===== src/shared/mapper_ctrl_pkg.sv =====
// Constants for the mapper mode and line control registers.
// Assumes a byte-wide microprocessor port with one address byte.
package mapper_ctrl_pkg;

    // ==========================================================
    // Register offsets
    // ==========================================================
    localparam logic [7:0] FORMAT_POSITION_RATE_CONTROL = 8'hc0;
    localparam logic [7:0] LINE_CODING_LOOPBACK_CONTROL = 8'hc1;

    // ==========================================================
    // Field positions of format_position_rate_control
    // ==========================================================
    localparam int TRIBUTARY_GROUP_FORMAT_SEL_BIT = 7;
    localparam int TRIPLE_FRAME_FORMAT_SEL_BIT    = 6;
    localparam int DROP_SLOT_SELECT_HI            = 5;
    localparam int DROP_SLOT_SELECT_LO            = 4;
    localparam int ADD_SLOT_SELECT_HI             = 3;
    localparam int ADD_SLOT_SELECT_LO             = 2;
    localparam int FORMAT_TEST_BIT                = 1;
    localparam int RATE_SELECT_BIT                = 0;

    // ==========================================================
    // Field positions of line_coding_loopback_control
    // ==========================================================
    localparam int TX_DECODE_EN_BIT           = 7;
    localparam int RX_CODE_EN_BIT             = 6;
    localparam int TX_LINE_CLK_INVERT_BIT     = 5;
    localparam int RX_LINE_CLK_INVERT_BIT     = 4;
    localparam int RING_MODE_BIT              = 3;
    localparam int FACILITY_LOOPBACK_EN_BIT   = 2;
    localparam int LINE_LOOPBACK_EN_BIT       = 1;

    // ==========================================================
    // Encodings
    // ==========================================================
    localparam logic [1:0] BUS_FORMAT_STS1     = 2'h0;
    localparam logic [1:0] BUS_FORMAT_TRIPLE_FRAME_FORMAT_SEL     = 2'h1;
    localparam logic [1:0] BUS_FORMAT_RESERVED = 2'h2;
    localparam logic [1:0] BUS_FORMAT_TRIBUTARY_GROUP_FORMAT_SEL     = 2'h3;
    localparam logic [1:0] SLOT_A              = 2'h0;
    localparam logic [1:0] SLOT_B              = 2'h1;
    localparam logic [1:0] SLOT_C              = 2'h2;
    localparam logic [1:0] SLOT_IDLE           = 2'h3;
    localparam logic       RATE_E3             = 1'h0;
    localparam logic       RATE_DS3            = 1'h1;

    // G1 layout: far-end block error count in the upper nibble, defect flag below it.
    localparam int G1_FEBE_HI = 7;
    localparam int G1_FEBE_LO = 4;
    localparam int G1_RDI_BIT = 3;

    // Local alarm vector positions.
    localparam int ALM_POINTER_LOSS  = 0;
    localparam int ALM_PATH_AIS      = 1;
    localparam int ALM_DROP_J1_LOSS  = 2;
    localparam int ALM_BYTE_AIS      = 3;
    localparam int ALM_STATUS_LEAD   = 4;
    localparam int ALM_PATH_AIS_LEAD = 5;
    localparam int ALM_LABEL_MISMATCH = 6;
    localparam int ALM_UNEQUIPPED    = 7;
    localparam int ALM_WIDTH         = 8;

    // Values shown while in reset.
    localparam logic [7:0] RDATA_RESET = 8'h00;
    localparam logic [7:0] G1_RESET    = 8'h00;

endpackage : mapper_ctrl_pkg


===== src/shared/ring_alarm_if.sv =====
// Carries ring-mode alarm signals between the control top and the G1 forwarder.
// Assumes both ends run on the same clock.
`timescale 1ns/1ps
`default_nettype none
interface ring_alarm_if;
    logic                                 ring_mode;
    logic                                 external_alarm_source_sel;
    logic                                 label_error_alarm_en;
    logic [mapper_ctrl_pkg::ALM_WIDTH-1:0] alarms;
    logic [3:0]                           partner_febe;
    logic                                 partner_rdi;
    logic                                 ext_g1_sel;
    logic [7:0]                           poh_g1;
    logic [7:0]                           internal_g1;
    logic [7:0]                           tx_g1;
    logic                                 rdi_request;

    modport ctrl (
        output ring_mode, external_alarm_source_sel, label_error_alarm_en, alarms,
        output partner_febe, partner_rdi, ext_g1_sel, poh_g1, internal_g1,
        input  tx_g1, rdi_request
    );
    modport fwd (
        input  ring_mode, external_alarm_source_sel, label_error_alarm_en, alarms,
        input  partner_febe, partner_rdi, ext_g1_sel, poh_g1, internal_g1,
        output tx_g1, rdi_request
    );
endinterface : ring_alarm_if
`default_nettype wire


===== src/verilog/ring_alarm_forward.sv =====
// Chooses the outgoing G1 byte and forms the defect request for a partner device.
// Assumes the caller registers both results.
`timescale 1ns/1ps
`default_nettype none
module ring_alarm_forward (
    ring_alarm_if.fwd port
);
    // ==========================================================
    // G1 source and defect request
    // ==========================================================
    logic ext_alarm;
    logic label_alarm;

    always_comb begin
        ext_alarm = port.external_alarm_source_sel
                    ? (port.alarms[mapper_ctrl_pkg::ALM_STATUS_LEAD]
                       | port.alarms[mapper_ctrl_pkg::ALM_PATH_AIS_LEAD])
                    : port.alarms[mapper_ctrl_pkg::ALM_BYTE_AIS]; // [RULE15]
        label_alarm = port.label_error_alarm_en
                      & (port.alarms[mapper_ctrl_pkg::ALM_LABEL_MISMATCH]
                         | port.alarms[mapper_ctrl_pkg::ALM_UNEQUIPPED]); // [RULE15]
        port.rdi_request = port.alarms[mapper_ctrl_pkg::ALM_POINTER_LOSS]
                           | port.alarms[mapper_ctrl_pkg::ALM_PATH_AIS]
                           | port.alarms[mapper_ctrl_pkg::ALM_DROP_J1_LOSS]
                           | ext_alarm | label_alarm; // [RULE15]
        port.tx_g1 = port.internal_g1;
        if (port.ring_mode) begin
            port.tx_g1[mapper_ctrl_pkg::G1_FEBE_HI:mapper_ctrl_pkg::G1_FEBE_LO] =
                port.partner_febe; // [RULE13]
            port.tx_g1[mapper_ctrl_pkg::G1_RDI_BIT] = port.partner_rdi; // [RULE13]
            if (port.ext_g1_sel) begin
                port.tx_g1 = port.poh_g1; // [RULE14]
            end
        end
    end
endmodule : ring_alarm_forward
`default_nettype wire


===== src/verilog/mapper_mode_and_line_control.sv =====
// Mode and line control registers of the DS3/E3 mapper, with the line-side
// coder, decoder, clock edge selection, loopbacks and ring alarm forwarding.
// Assumes line clocks arrive as levels synchronous to i_clk and well below its rate.
//
// Summary of operation
// [RULE1] The control registers load no default at power-up and hold unknown values until written.
// [RULE2] Neither hardware nor software reset changes a written control bit.
// [RULE3] The host writes every control bit after power-up before relying on the mapper.
// [RULE4] Bits 7 and 6 of the first register pick STS-1, STS-3 or TUG-3, with code 10 reserved.
// [RULE5] Bits 5 and 4 pick the dropped slot A, B or C, and code 11 idles and resets the receiver.
// [RULE6] Bits 3 and 2 pick the added slot A, B or C, and code 11 is undefined.
// [RULE7] Software writes zero to the test bit 1 of the first register.
// [RULE8] Bit 0 of the first register selects E3 mapping at 0 and DS3 mapping at 1.
// [RULE9] Transmit decoder enable at 1 decodes rail input, at 0 takes NRZ input directly.
// [RULE10] Receive coder enable at 1 drives coded rails, at 0 drives NRZ.
// [RULE11] Transmit clock invert at 0 samples on rising line clock edges, at 1 on falling ones.
// [RULE12] Receive clock invert at 0 launches data on falling clock edges, at 1 on rising ones.
// [RULE13] Ring mode puts the partner's error count and defect flag into the sent G1 byte.
// [RULE14] In ring mode with external G1 chosen, G1 comes from the overhead port.
// [RULE15] The defect request for a partner is formed from pointer loss, path AIS, J1 loss and selected alarms.
// [RULE16] Facility loopback returns transmit line data and clock as receive line data and clock.
// [RULE17] Line loopback feeds the receive line signal into the transmit path, still driving the receive pins.
`timescale 1ns/1ps
`default_nettype none
module mapper_mode_and_line_control (
    // Clock and reset
    input  wire logic       i_clk,
    input  wire logic       i_rst_n,
    // Microprocessor port
    input  wire logic [7:0] i_addr,
    input  wire logic       i_wr,
    input  wire logic       i_rd,
    input  wire logic [7:0] i_wdata,
    output var  logic [7:0] o_rdata,
    // Decoded mode controls
    output var  logic       o_tributary_group_format_sel,
    output var  logic       o_triple_frame_format_sel,
    output var  logic [1:0] o_drop_slot_select,
    output var  logic [1:0] o_add_slot_select,
    output var  logic       o_rx_front_reset,
    output var  logic       o_ds3_mode,
    output var  logic       o_ring_mode,
    output var  logic       o_facility_loopback_en,
    output var  logic       o_line_loopback_en,
    // Transmit line input and mapper side
    input  wire logic       i_tx_line_clock,
    input  wire logic       i_tx_pos,
    input  wire logic       i_tx_neg,
    output var  logic       o_tx_path_data,
    output var  logic       o_tx_path_strobe,
    // Receive mapper side and line output
    input  wire logic       i_rx_path_clock,
    input  wire logic       i_rx_path_data,
    output var  logic       o_rx_line_clock,
    output var  logic       o_rx_pos,
    output var  logic       o_rx_neg,
    // Ring alarm interface
    input  wire logic       i_external_alarm_source_sel,
    input  wire logic       i_label_error_alarm_en,
    input  wire logic [7:0] i_alarms,
    input  wire logic [3:0] i_partner_febe,
    input  wire logic       i_partner_rdi,
    input  wire logic       i_ext_g1_sel,
    input  wire logic [7:0] i_poh_g1,
    input  wire logic [7:0] i_internal_g1,
    output var  logic [7:0] o_tx_g1,
    output var  logic       o_rdi_request
);
    // ==========================================================
    // Types
    // ==========================================================
    typedef struct packed {
        logic [7:0] format_position_rate_control;
        logic [7:0] line_coding_loopback_control;
        logic       rx_front_reset;
    } ctrl_t;

    typedef struct packed {
        logic [7:0] rdata;
        logic       tx_clk_prev;
        logic       tx_data;
        logic       tx_strobe;
        logic       rx_clk;
        logic       rx_pos;
        logic       rx_neg;
        logic       mark_polarity;
        logic [7:0] tx_g1;
        logic       rdi_request;
    } state_t;

    ctrl_t  ctrl;
    ctrl_t  next_ctrl;
    state_t state;
    state_t next_state;

    ring_alarm_if ring ();

    // ==========================================================
    // Field views of the control registers
    // ==========================================================
    logic       tx_decode_en;
    logic       rx_code_en;
    logic       tx_line_clk_invert;
    logic       rx_line_clk_invert;
    logic       facility_loopback_en;
    logic       line_loopback_en;

    assign tx_decode_en = ctrl.line_coding_loopback_control[mapper_ctrl_pkg::TX_DECODE_EN_BIT];
    assign rx_code_en   = ctrl.line_coding_loopback_control[mapper_ctrl_pkg::RX_CODE_EN_BIT];
    assign tx_line_clk_invert =
        ctrl.line_coding_loopback_control[mapper_ctrl_pkg::TX_LINE_CLK_INVERT_BIT];
    assign rx_line_clk_invert =
        ctrl.line_coding_loopback_control[mapper_ctrl_pkg::RX_LINE_CLK_INVERT_BIT];
    assign facility_loopback_en =
        ctrl.line_coding_loopback_control[mapper_ctrl_pkg::FACILITY_LOOPBACK_EN_BIT];
    assign line_loopback_en =
        ctrl.line_coding_loopback_control[mapper_ctrl_pkg::LINE_LOOPBACK_EN_BIT];

    // ==========================================================
    // Ring alarm forwarding
    // ==========================================================
    assign ring.ring_mode =
        ctrl.line_coding_loopback_control[mapper_ctrl_pkg::RING_MODE_BIT];
    assign ring.external_alarm_source_sel = i_external_alarm_source_sel;
    assign ring.label_error_alarm_en      = i_label_error_alarm_en;
    assign ring.alarms                    = i_alarms;
    assign ring.partner_febe              = i_partner_febe;
    assign ring.partner_rdi               = i_partner_rdi;
    assign ring.ext_g1_sel                = i_ext_g1_sel;
    assign ring.poh_g1                    = i_poh_g1;
    assign ring.internal_g1               = i_internal_g1;

    ring_alarm_forward u_ring_alarm_forward (
        .port (ring.fwd)
    );

    // ==========================================================
    // Next-state logic
    // ==========================================================
    logic tx_clk_src;
    logic tx_pos_src;
    logic tx_neg_src;
    logic tx_edge;
    logic rx_launch;
    logic rx_data_src;

    always_comb begin
        next_ctrl  = ctrl;
        next_state = state;

        // Register writes; control bits are never touched by reset.
        if (i_wr) begin
            if (i_addr == mapper_ctrl_pkg::FORMAT_POSITION_RATE_CONTROL) begin
                next_ctrl.format_position_rate_control = i_wdata;
                next_ctrl.rx_front_reset = (i_wdata[mapper_ctrl_pkg::DROP_SLOT_SELECT_HI:
                    mapper_ctrl_pkg::DROP_SLOT_SELECT_LO] == mapper_ctrl_pkg::SLOT_IDLE); // [RULE5]
            end
            if (i_addr == mapper_ctrl_pkg::LINE_CODING_LOOPBACK_CONTROL) begin
                next_ctrl.line_coding_loopback_control = i_wdata;
            end
        end

        // Read data; other addresses answer zero.
        if (i_rd) begin
            if (i_addr == mapper_ctrl_pkg::FORMAT_POSITION_RATE_CONTROL) begin
                next_state.rdata = ctrl.format_position_rate_control;
            end else if (i_addr == mapper_ctrl_pkg::LINE_CODING_LOOPBACK_CONTROL) begin
                next_state.rdata = ctrl.line_coding_loopback_control;
            end else begin
                next_state.rdata = mapper_ctrl_pkg::RDATA_RESET;
            end
        end

        // Transmit line source: the pins, or the receive output when looped.
        if (line_loopback_en) begin
            tx_clk_src = state.rx_clk; // [RULE17]
            tx_pos_src = state.rx_pos; // [RULE17]
            tx_neg_src = state.rx_neg; // [RULE17]
        end else begin
            tx_clk_src = i_tx_line_clock;
            tx_pos_src = i_tx_pos;
            tx_neg_src = i_tx_neg;
        end
        next_state.tx_clk_prev = tx_clk_src;
        tx_edge = tx_line_clk_invert ? (state.tx_clk_prev & ~tx_clk_src)
                                     : (~state.tx_clk_prev & tx_clk_src); // [RULE11]
        next_state.tx_strobe = tx_edge;
        if (tx_edge) begin
            next_state.tx_data = tx_decode_en ? (tx_pos_src | tx_neg_src)
                                              : tx_pos_src; // [RULE9]
        end

        // Receive line output: mapper clock, or the transmit pins when looped.
        next_state.rx_clk = facility_loopback_en ? i_tx_line_clock
                                                 : i_rx_path_clock; // [RULE16]
        rx_launch = (next_state.rx_clk != state.rx_clk)
                    && (next_state.rx_clk == rx_line_clk_invert); // [RULE12]
        rx_data_src = i_rx_path_data;
        if (facility_loopback_en) begin
            next_state.rx_pos = i_tx_pos; // [RULE16]
            next_state.rx_neg = i_tx_neg; // [RULE16]
        end else if (rx_launch) begin
            if (rx_code_en) begin
                // Alternate mark polarity across the two rails.
                next_state.rx_pos = rx_data_src & ~state.mark_polarity; // [RULE10]
                next_state.rx_neg = rx_data_src & state.mark_polarity; // [RULE10]
                next_state.mark_polarity = state.mark_polarity ^ rx_data_src;
            end else begin
                next_state.rx_pos = rx_data_src; // [RULE10]
                next_state.rx_neg = 1'h0;
            end
        end

        next_state.tx_g1       = ring.tx_g1;
        next_state.rdi_request = ring.rdi_request;
    end

    // ==========================================================
    // Registers
    // ==========================================================
    always_ff @(posedge i_clk) begin
        ctrl <= next_ctrl; // [RULE1] [RULE2]
    end

    always_ff @(posedge i_clk or negedge i_rst_n) begin
        if (!i_rst_n) begin
            state <= '0;
        end else begin
            state <= next_state;
        end
    end

    // ==========================================================
    // Outputs
    // ==========================================================
    assign o_rdata = state.rdata;
    assign o_tributary_group_format_sel =
        ctrl.format_position_rate_control[mapper_ctrl_pkg::TRIBUTARY_GROUP_FORMAT_SEL_BIT]; // [RULE4]
    assign o_triple_frame_format_sel =
        ctrl.format_position_rate_control[mapper_ctrl_pkg::TRIPLE_FRAME_FORMAT_SEL_BIT]; // [RULE4]
    assign o_drop_slot_select = ctrl.format_position_rate_control[
        mapper_ctrl_pkg::DROP_SLOT_SELECT_HI:mapper_ctrl_pkg::DROP_SLOT_SELECT_LO]; // [RULE5]
    assign o_rx_front_reset = ctrl.rx_front_reset; // [RULE5]
    assign o_add_slot_select = ctrl.format_position_rate_control[
        mapper_ctrl_pkg::ADD_SLOT_SELECT_HI:mapper_ctrl_pkg::ADD_SLOT_SELECT_LO]; // [RULE6]
    assign o_ds3_mode =
        ctrl.format_position_rate_control[mapper_ctrl_pkg::RATE_SELECT_BIT]; // [RULE8]
    assign o_ring_mode            = ring.ring_mode;
    assign o_facility_loopback_en = facility_loopback_en;
    assign o_line_loopback_en     = line_loopback_en;
    assign o_tx_path_data         = state.tx_data;
    assign o_tx_path_strobe       = state.tx_strobe;
    assign o_rx_line_clock        = state.rx_clk;
    assign o_rx_pos               = state.rx_pos;
    assign o_rx_neg               = state.rx_neg;
    assign o_tx_g1                = state.tx_g1;
    assign o_rdi_request          = state.rdi_request;

endmodule : mapper_mode_and_line_control
`default_nettype wire


===== config.mk =====
export PLATFORM = sky130hd
export DESIGN_NAME = mapper_mode_and_line_control
export DESIGN_NICKNAME = d
export VERILOG_FILES = /design/src/shared/mapper_ctrl_pkg.sv /design/src/shared/ring_alarm_if.sv /design/src/verilog/ring_alarm_forward.sv /design/src/verilog/mapper_mode_and_line_control.sv
export SDC_FILE = /design/constraint.sdc
export NUM_CORES = 1
export LEC_CHECK = 0
export BUFFER_PORTS_ARGS = -buffer_cell sky130_fd_sc_hd__buf_2
export CORE_AREA = 2 2 69 71
export CTS_BUF_LIST = sky130_fd_sc_hd__clkbuf_8
export DETAILED_ROUTE_END_ITERATION = 8
export DIE_AREA = 0 0 71 73
export PLACE_DENSITY = 0.86
export SYNTH_ARGS = -nofsm -noshare
export SYNTH_HDL_FRONTEND = slang
export SYNTH_SLANG_ARGS = --single-unit

===== constraint.sdc =====
create_clock -name i_clk -period 1.45 [get_ports i_clk]
set_input_delay 0.2175 -clock i_clk [delete_from_list [all_inputs] [get_ports i_clk]]
set_output_delay 0.2175 -clock i_clk [all_outputs]
set_load 0.05 [all_outputs]

==> results.md, run 1 <==
* Status: complete, no violations
* Mapped Area at 0.00186 sq mm
* Initial antenna violation count at 0
* IO Port Bufs at 89
* Combinational group share of total power at 13.4%
* Die height at 73 um
* Starting Density at 41.1%
* Tightest Pin Transition at 505 ps
* DIE AREA at 0.00518 sq mm
* GRT Util Overall at 13.8%
* Avg WL per Cell at 13.3 um
* Synth Instances at 140
* Max Slew Vio Count at 0
* Antenna viol nets, final at 0
* DIE WIDTH at 71 um
* FP Rows at 25
* Final setup vio count at 0
* Crit path kind: flop to flop
* FMAX at 719 MHz
* Required time of the critical path at 1630 ps
* Crit end category: flop
* Bufs on Longest Clock Path at 2
* Critical path launch point type: flop
* Pint at 1.75 mW
* Post-synth net total at 199
* CP Cell Sequence: mux2_4 > mux2i_4 > mux2i_1 > o21ai_1
* RSZ-0062 raised after global routing: true
* WL final at 3.61 mm
* Largest family of logic cells by synthesized area: simple AND/OR/NAND/NOR gates
* Reg power frac at 54.5%
* Max-cap violations at 0
* Fin util at 51.8%
* Clk slew on worst S/H paths at 80 ps
* First-pass GRT wire length at 5.59 mm
* Sw Share at 24.5%
* Min Tclk post-route at 1390 ps
* Initial drt markers at 19
* GRT overflow at 0
* CP delay by family, top: multiplexers
* Type of the worst min-delay path: primary input to flop
* Xor/xnor cell area share of the yosys netlist at 0%
* Initial DRT Pass Iterations at 3
* Core area at 0.00454 sq mm
* Vias/cell at 4.80
* LEAKAGE at 1.15 nW
* Max Clock Skew at 7.66 ps
* Detail Placement HPWL at 2.98 mm
* Most frequent cells in the layout: buf_2 (89), dfrtp_1 (24), edfxtp_1 (17)
* Total CTS buffers at 5
* Setup TNS at 0 ps
* Post-synthesis simple-gate area fraction at 11.5%
* Share of cells above drive strength 1 at 51.8%
* Mux cell area share after synthesis at 9.93%
* CTS Root Cell: clkbuf_8
* Power share of the clock group at 32.1%
* Post-Synth Adder-Cell Area at 1.34%
* Hold Violations, Final at 0
* Reg2reg setup slack at 60 ps
* Tot Pwr at 2.32 mW
* Vias at 1,306
* Post-synthesis sequential area ratio at 59.6%
* Cells after DPL at 262
* Clock sink total at 41
* Switch Pwr at 0.567 mW
* H-Tree Depth at 2
* Compound-gate portion of the synthesized area at 7.92%
* Pwr Density at 988 mW/mm^2
* ANT cells at 0
* CTS tree: done
* Vias in the first global route at 1,235
* VDD IR max at 878 uV
* Slew HR at 66.3%
* Slowest stage delay, CP at 440 ps
* Synth Register Bits at 41
* I/O pin count at 90
* Largest net degree at the start of global routing at 25
* DRC at 0
* CP max FO at 3
* Clock Latency Late Sink at 290 ps
* Critical Path AT at 1570 ps
* Gpl congestion at 0.812
* CP max-delay cell: edfxtp_1
* Yosys warnings at 0
* Count of cell types in the netlist at 30
* Nets at 276
* Most common cell after layout, fill and taps aside: buf_2
* Post-Syn Area per Cell at 13.3 sq um
* Area Growth Syn to Fin at 25.9%
* Layout Cells excl Fill at 272
* Tcrit/Tclk final at 96.0%
* Worst Path Buf+Inv at 0
-- per-stage QoR --
step                worst slack, ps  hold slack [ps]  cell area (sq um)
global placement               -126              219               2230
floorplan                      -245            -78.1               1880
detailed placement             -180              220               2230
CTS                            37.9              116               2340
global route                  -59.7              107               2350
finish                         58.3              121               2350
-- cell families after synthesis --
logic type               count (synthesis)
adder cells (fa/ha/maj)                  2
AND/OR/NAND/NOR                         35
buffers and inverters                   25
AO/OA/AOI/OAI                           21
multiplexers                            16
flip-flops                              41
-- flip-flops by register name (all words and copies together), names as in the netlist, 2 cells and up --
name                flops
o_rdata                 8
o_tx_g1                 8
ctrl                    6
o_add_slot_select       2
o_drop_slot_select      2
state                   2
-- power by group through the flow --
| stage | Clock, mW | Sequential, mW | Combinational (mW) |
|---|---|---|---|
| after floorplan | 0 | 1.32 | 0.160 |
| after global placement | 0 | 1.29 | 0.303 |
| after detailed placement | 0 | 1.29 | 0.313 |
| after CTS | 0.765 | 1.26 | 0.314 |
| after global routing | 0.812 | 1.27 | 0.343 |
| final | 0.744 | 1.26 | 0.310 |
-- area by class of cell --
class	instances	area, sq um
Clock buffer	6	82.6
Fill cell	388	2190
Timing Repair Buffer	94	485
Clock inverter	2	8.76
Sequential cell	41	1110
Tap cell	54	67.6
Multi-Input combinational cell	74	588
Inverter	1	3.75
-- routing by layer --
metal  wire length [um]  share of wire [%]  up-vias  global-route usage [%]
met5                  0                  0        -                       0
met4                 68                1.9        0                    5.66
met3                197                5.5       11                    3.59
met2               1920                 53       46                    24.7
met1               1420                 39      610                    15.8
li1                   -                  -      639                       -
-- worst reg2reg max path, cell delays in order (launching register included) --
cell and delay [ps]:
edfxtp_1 440, mux2_4 350, mux2i_4 220, mux2i_1 210, o21ai_1 70
-- what timing repair did --
item,4_1_cts,5_1_grt
hold buffers,1,0
resized for setup,0,1
endpoints found under the hold margin,24,0
buffers inserted,0,1
setup endpoints to repair,0,4
-- cells in the mapped netlist --
library cell	number	area share [%]
a21oi_1	7	1.9
buf_4	21	8.5
nand2_1	7	1.4
nand4_1	1	0.34
or3_4	1	0.60
buf_6	1	0.60
edfxtp_1	17	27
and3b_1	1	0.47
dfrtp_1	24	32
o21ai_1	2	0.54
mux2i_1	8	4.3
inv_1	1	0.20
a211oi_1	1	0.40
o21ai_0	3	0.81
clkbuf_1	2	0.40
nand3b_1	1	0.40
ha_1	2	1.3
and2b_1	6	2.4
a221o_1	8	4.3
nand2b_1	3	1.0
and2_1	2	0.67
and3_2	1	0.40
nor2_1	7	1.4
and3_1	1	0.34
mux2_2	6	3.6
nor4_4	1	1.1
nor2b_1	2	0.67
mux2i_4	1	1.2
nor3_1	1	0.27
mux2_4	1	0.81
-- path summary, 6_finish.rpt --
path | start | cells after the start | endpoint
min in group asynchronous | i_rst_n | 2 | o_rdata[5]$_DFFE_PN0P_
min | i_wdata[3] | 1 | o_add_slot_select[1]$_DFFE_PP_
max | o_facility_loopback_en$_DFFE_PP_ | 4 | o_rx_pos$_DFFE_PN0P_
max reg2reg | o_facility_loopback_en$_DFFE_PP_ | 4 | o_rx_pos$_DFFE_PN0P_
max in group asynchronous | i_rst_n | 2 | o_rdata[2]$_DFFE_PN0P_
min reg2reg | ctrl[10]$_DFFE_PP_ | 1 | o_rdata[1]$_DFFE_PN0P_
Power figures use the tool's default switching activity.
==> run 2, diff against run 1 <==
--- a/config.mk
+++ b/config.mk
@@ -6,11 +6,12 @@
 export NUM_CORES = 1
 export LEC_CHECK = 0
 export BUFFER_PORTS_ARGS = -buffer_cell sky130_fd_sc_hd__buf_2
-export CORE_AREA = 2 2 69 71
+export CORE_AREA = 2 2 67 69
 export CTS_BUF_LIST = sky130_fd_sc_hd__clkbuf_8
 export DETAILED_ROUTE_END_ITERATION = 8
-export DIE_AREA = 0 0 71 73
-export PLACE_DENSITY = 0.86
+export DIE_AREA = 0 0 69 71
+export PLACE_DENSITY = 0.87
 export SYNTH_ARGS = -nofsm -noshare
 export SYNTH_HDL_FRONTEND = slang
+export SYNTH_HIERARCHICAL = 1
 export SYNTH_SLANG_ARGS = --single-unit
==> constraint.sdc (replaced) <==
create_clock -name i_clk -period 1.3 [get_ports i_clk]
set_input_delay 0.195 -clock i_clk [delete_from_list [all_inputs] [get_ports i_clk]]
set_output_delay 0.195 -clock i_clk [all_outputs]
set_load 0.05 [all_outputs]
==> results.md, run 2 <==
* Status: finished, violations left
* Violated checks: negative setup slack
* Final setup vio count at 29
* Gpl congestion at 0.793
* Clock Latency Late Sink at 290 ps
* Post-synth top area share at 32.2%
* Combinational group share of total power at 14.0%
* Hold Violations, Final at 0
* Max Clock Skew at 3.00 ps
* Critical path launch point type: primary input
* Number of flops mapped to enable cells by yosys at 17
* Yosys warnings at 6
* Tcrit/Tclk final at 106%
* FMAX at 727 MHz
* Largest net degree at the start of global routing at 25
* Slew HR at 65.3%
* WL final at 3.78 mm
* DRC at 0
* Asr flop ratio synth at 58.5%
* Crit path kind: primary input to flop
* Core area at 0.00420 sq mm
* Most numerous cell in the Yosys netlist: dfrtp_1
* Met2 WL at 1.87 mm
* GRT overflow at 0
* Most frequent cells in the layout: buf_2 (85), dfrtp_1 (24), edfxtp_1 (17)
* Count of cell types in the netlist at 28
* Pint at 1.96 mW
* LEAKAGE at 1.20 nW
* CTS tree: done
* Post-synth top flop: dfrtp_1
* Worst Hold Launch: i_wdata[7]
* Type of the worst min-delay path: primary input to flop
* FP Rows at 24
* Total CTS buffers at 5
* Antenna viol nets, final at 0
* Worst Path Buf+Inv at 1
* Vias at 1,321
* ANT cells at 0
* Die height at 71 um
* RR Startpoint: o_facility_loopback_en$_DFFE_PP_
* I/O pin count at 90
* Pwr Density at 1070 mW/mm^2
* Area Growth Syn to Fin at 29.6%
* CP max FO at 5
* WL met1 at 1.52 mm
* Vias in the first global route at 1,330
* Cells after DPL at 260
* Post-synth net total at 199
* Max-cap violations at 0
* Setup WS pre-CTS at -422 ps
* Layout Cells excl Fill at 271
* Avg WL per Cell at 14.0 um
* Tot Pwr at 2.60 mW
* Power share of the clock group at 31.7%
* DIE AREA at 0.00490 sq mm
* Clk slew on worst S/H paths at 70 ps
* Synth Register Bits at 41
* Switch Pwr at 0.635 mW
* DIE WIDTH at 69 um
* H-Tree Depth at 2
* CP max-delay cell: or4_4
* Nets at 277
* Min Tclk post-route at 1380 ps
* Commonest cells post-synth: dfrtp_1 (24), buf_4 (21), edfxtp_1 (17)
* VDD IR max at 689 uV
* Crit end category: flop
* CP Cell Sequence: buf_6 > or4_4 > nor3_4 > nand2_2 > nor2_4
* Share of cells above drive strength 1 at 53.9%
* Clock sink total at 41
* GRT Util Overall at 16.1%
* Max Slew Vio Count at 0
* IO Port Bufs at 89
* Final worst setup slack at -75.8 ps
* CP delay by family, top: simple AND/OR/NAND/NOR gates
* Slowest stage delay, CP at 530 ps
* Critical Path AT at 1370 ps
* Tightest Pin Transition at 521 ps
* Initial DRT Pass Iterations at 4
* Initial antenna violation count at 0
* Starting Density at 44.4%
* Post-synthesis sequential area ratio at 59.5%
* Vias/cell at 4.87
* Mapped Area at 0.00187 sq mm
* Sw Share at 24.5%
* Critical Path Start: i_addr[2]
* Met3 wire length at 272 um
* Reg power frac at 54.3%
* CTS Root Cell: clkbuf_8
* Most common cell after layout, fill and taps aside: buf_2
* Synth area leaders: dfrtp_1 (32%), edfxtp_1 (27%), buf_4 (8.4%)
* Synth Instances at 140
* Setup TNS at -1250 ps
* Initial drt markers at 28
* Post-synth top area cell: dfrtp_1
* Fill count at 357
* First-pass GRT wire length at 6.23 mm
* Multi-input gate area at 638 sq um
* Detail Placement HPWL at 3.04 mm
* DR top layer: met4
* Required time of the critical path at 1290 ps
* Post-Syn Area per Cell at 13.3 sq um
* Worst hold slack at 97.9 ps
* Bufs on Longest Clock Path at 2
* Register area at 0.00111 sq mm
* RSZ-0062 raised after global routing: true
-- run 2: path summary, 6_finish.rpt --
check	endpoint	slack, ps	cells past startpoint
min in group asynchronous	o_rdi_request$_DFF_PN0_	410	2
hold reg to reg	o_rdata[0]$_DFFE_PN0P_	500	1
setup reg to reg	o_rx_pos$_DFFE_PN0P_	-60	4
setup / recovery	o_triple_frame_format_sel$_DFFE_PP_	-80	5
max in group asynchronous	o_rdata[6]$_DFFE_PN0P_	540	2
hold / removal	o_tributary_group_format_sel$_DFFE_PP_	100	1
-- run 2: final cells by class --
class	instances	share of cell area, %
Sequential cell	41	45.9
Multi-Input combinational cell	75	26.4
Timing Repair Buffer	94	21.1
Clock buffer	6	3.41
Tap cell	52	2.69
Clock inverter	2	0.310
Inverter	1	0.155
-- run 2: power by group through the flow --
stage	logic (mW)	clock network [mW]	registers (mW)
finish	0.363	0.823	1.41
global route	0.395	0.896	1.42
CTS	0.366	0.835	1.41
detailed placement	0.356	0	1.44
global placement	0.346	0	1.43
floorplan	0.189	0	1.47
-- run 2: metrics by stage --
| step | util, % | cell area [sq um] |
|---|---|---|
| 4_1_cts | 56.9 | 2390 |
| 6_report | 57.5 | 2420 |
| 2_1_floorplan | - | 1920 |
| 5_1_grt | 57.5 | 2420 |
| 3_5_place_dp | 53.8 | 2260 |
| 3_3_place_gp | 53.8 | 2260 |
-- run 2: logic make-up (layout without fill, tap and decap cells) --
group | Yosys count | in the layout | share of synthesized area, %
and+or+nand+nor | 35 | 36 | 11.5
AOI/OAI and AO/OA | 21 | 21 | 7.91
adders and majority gates | 2 | 2 | 1.34
DFF | 41 | 41 | 59.5
muxes | 16 | 16 | 9.65
buffers and inverters | 25 | 103 | 10.1
-- run 2: worst reg2reg max path, stage by stage (launching register included) --
cell      delay, ps
edfxtp_1        420
mux2_4          340
mux2i_4         200
mux2i_1         210
o21ai_1          70
-- run 2: layer usage --
layer	up-vias	GRT usage [%]
met5	-	0
met4	0	8.71
met3	12	3.99
met2	63	26.7
met1	606	19.5
li1	640	-
-- run 2: what timing repair did --
item | 4_1_cts | 5_1_grt
hold buffers | 1 | 0
endpoints found under the setup margin | 30 | 32
setup buffers | 0 | 2
endpoints found under the hold margin | 24 | 0
resized for setup | 8 | 8
cloned | 1 | 0
pin swaps | 2 | 3
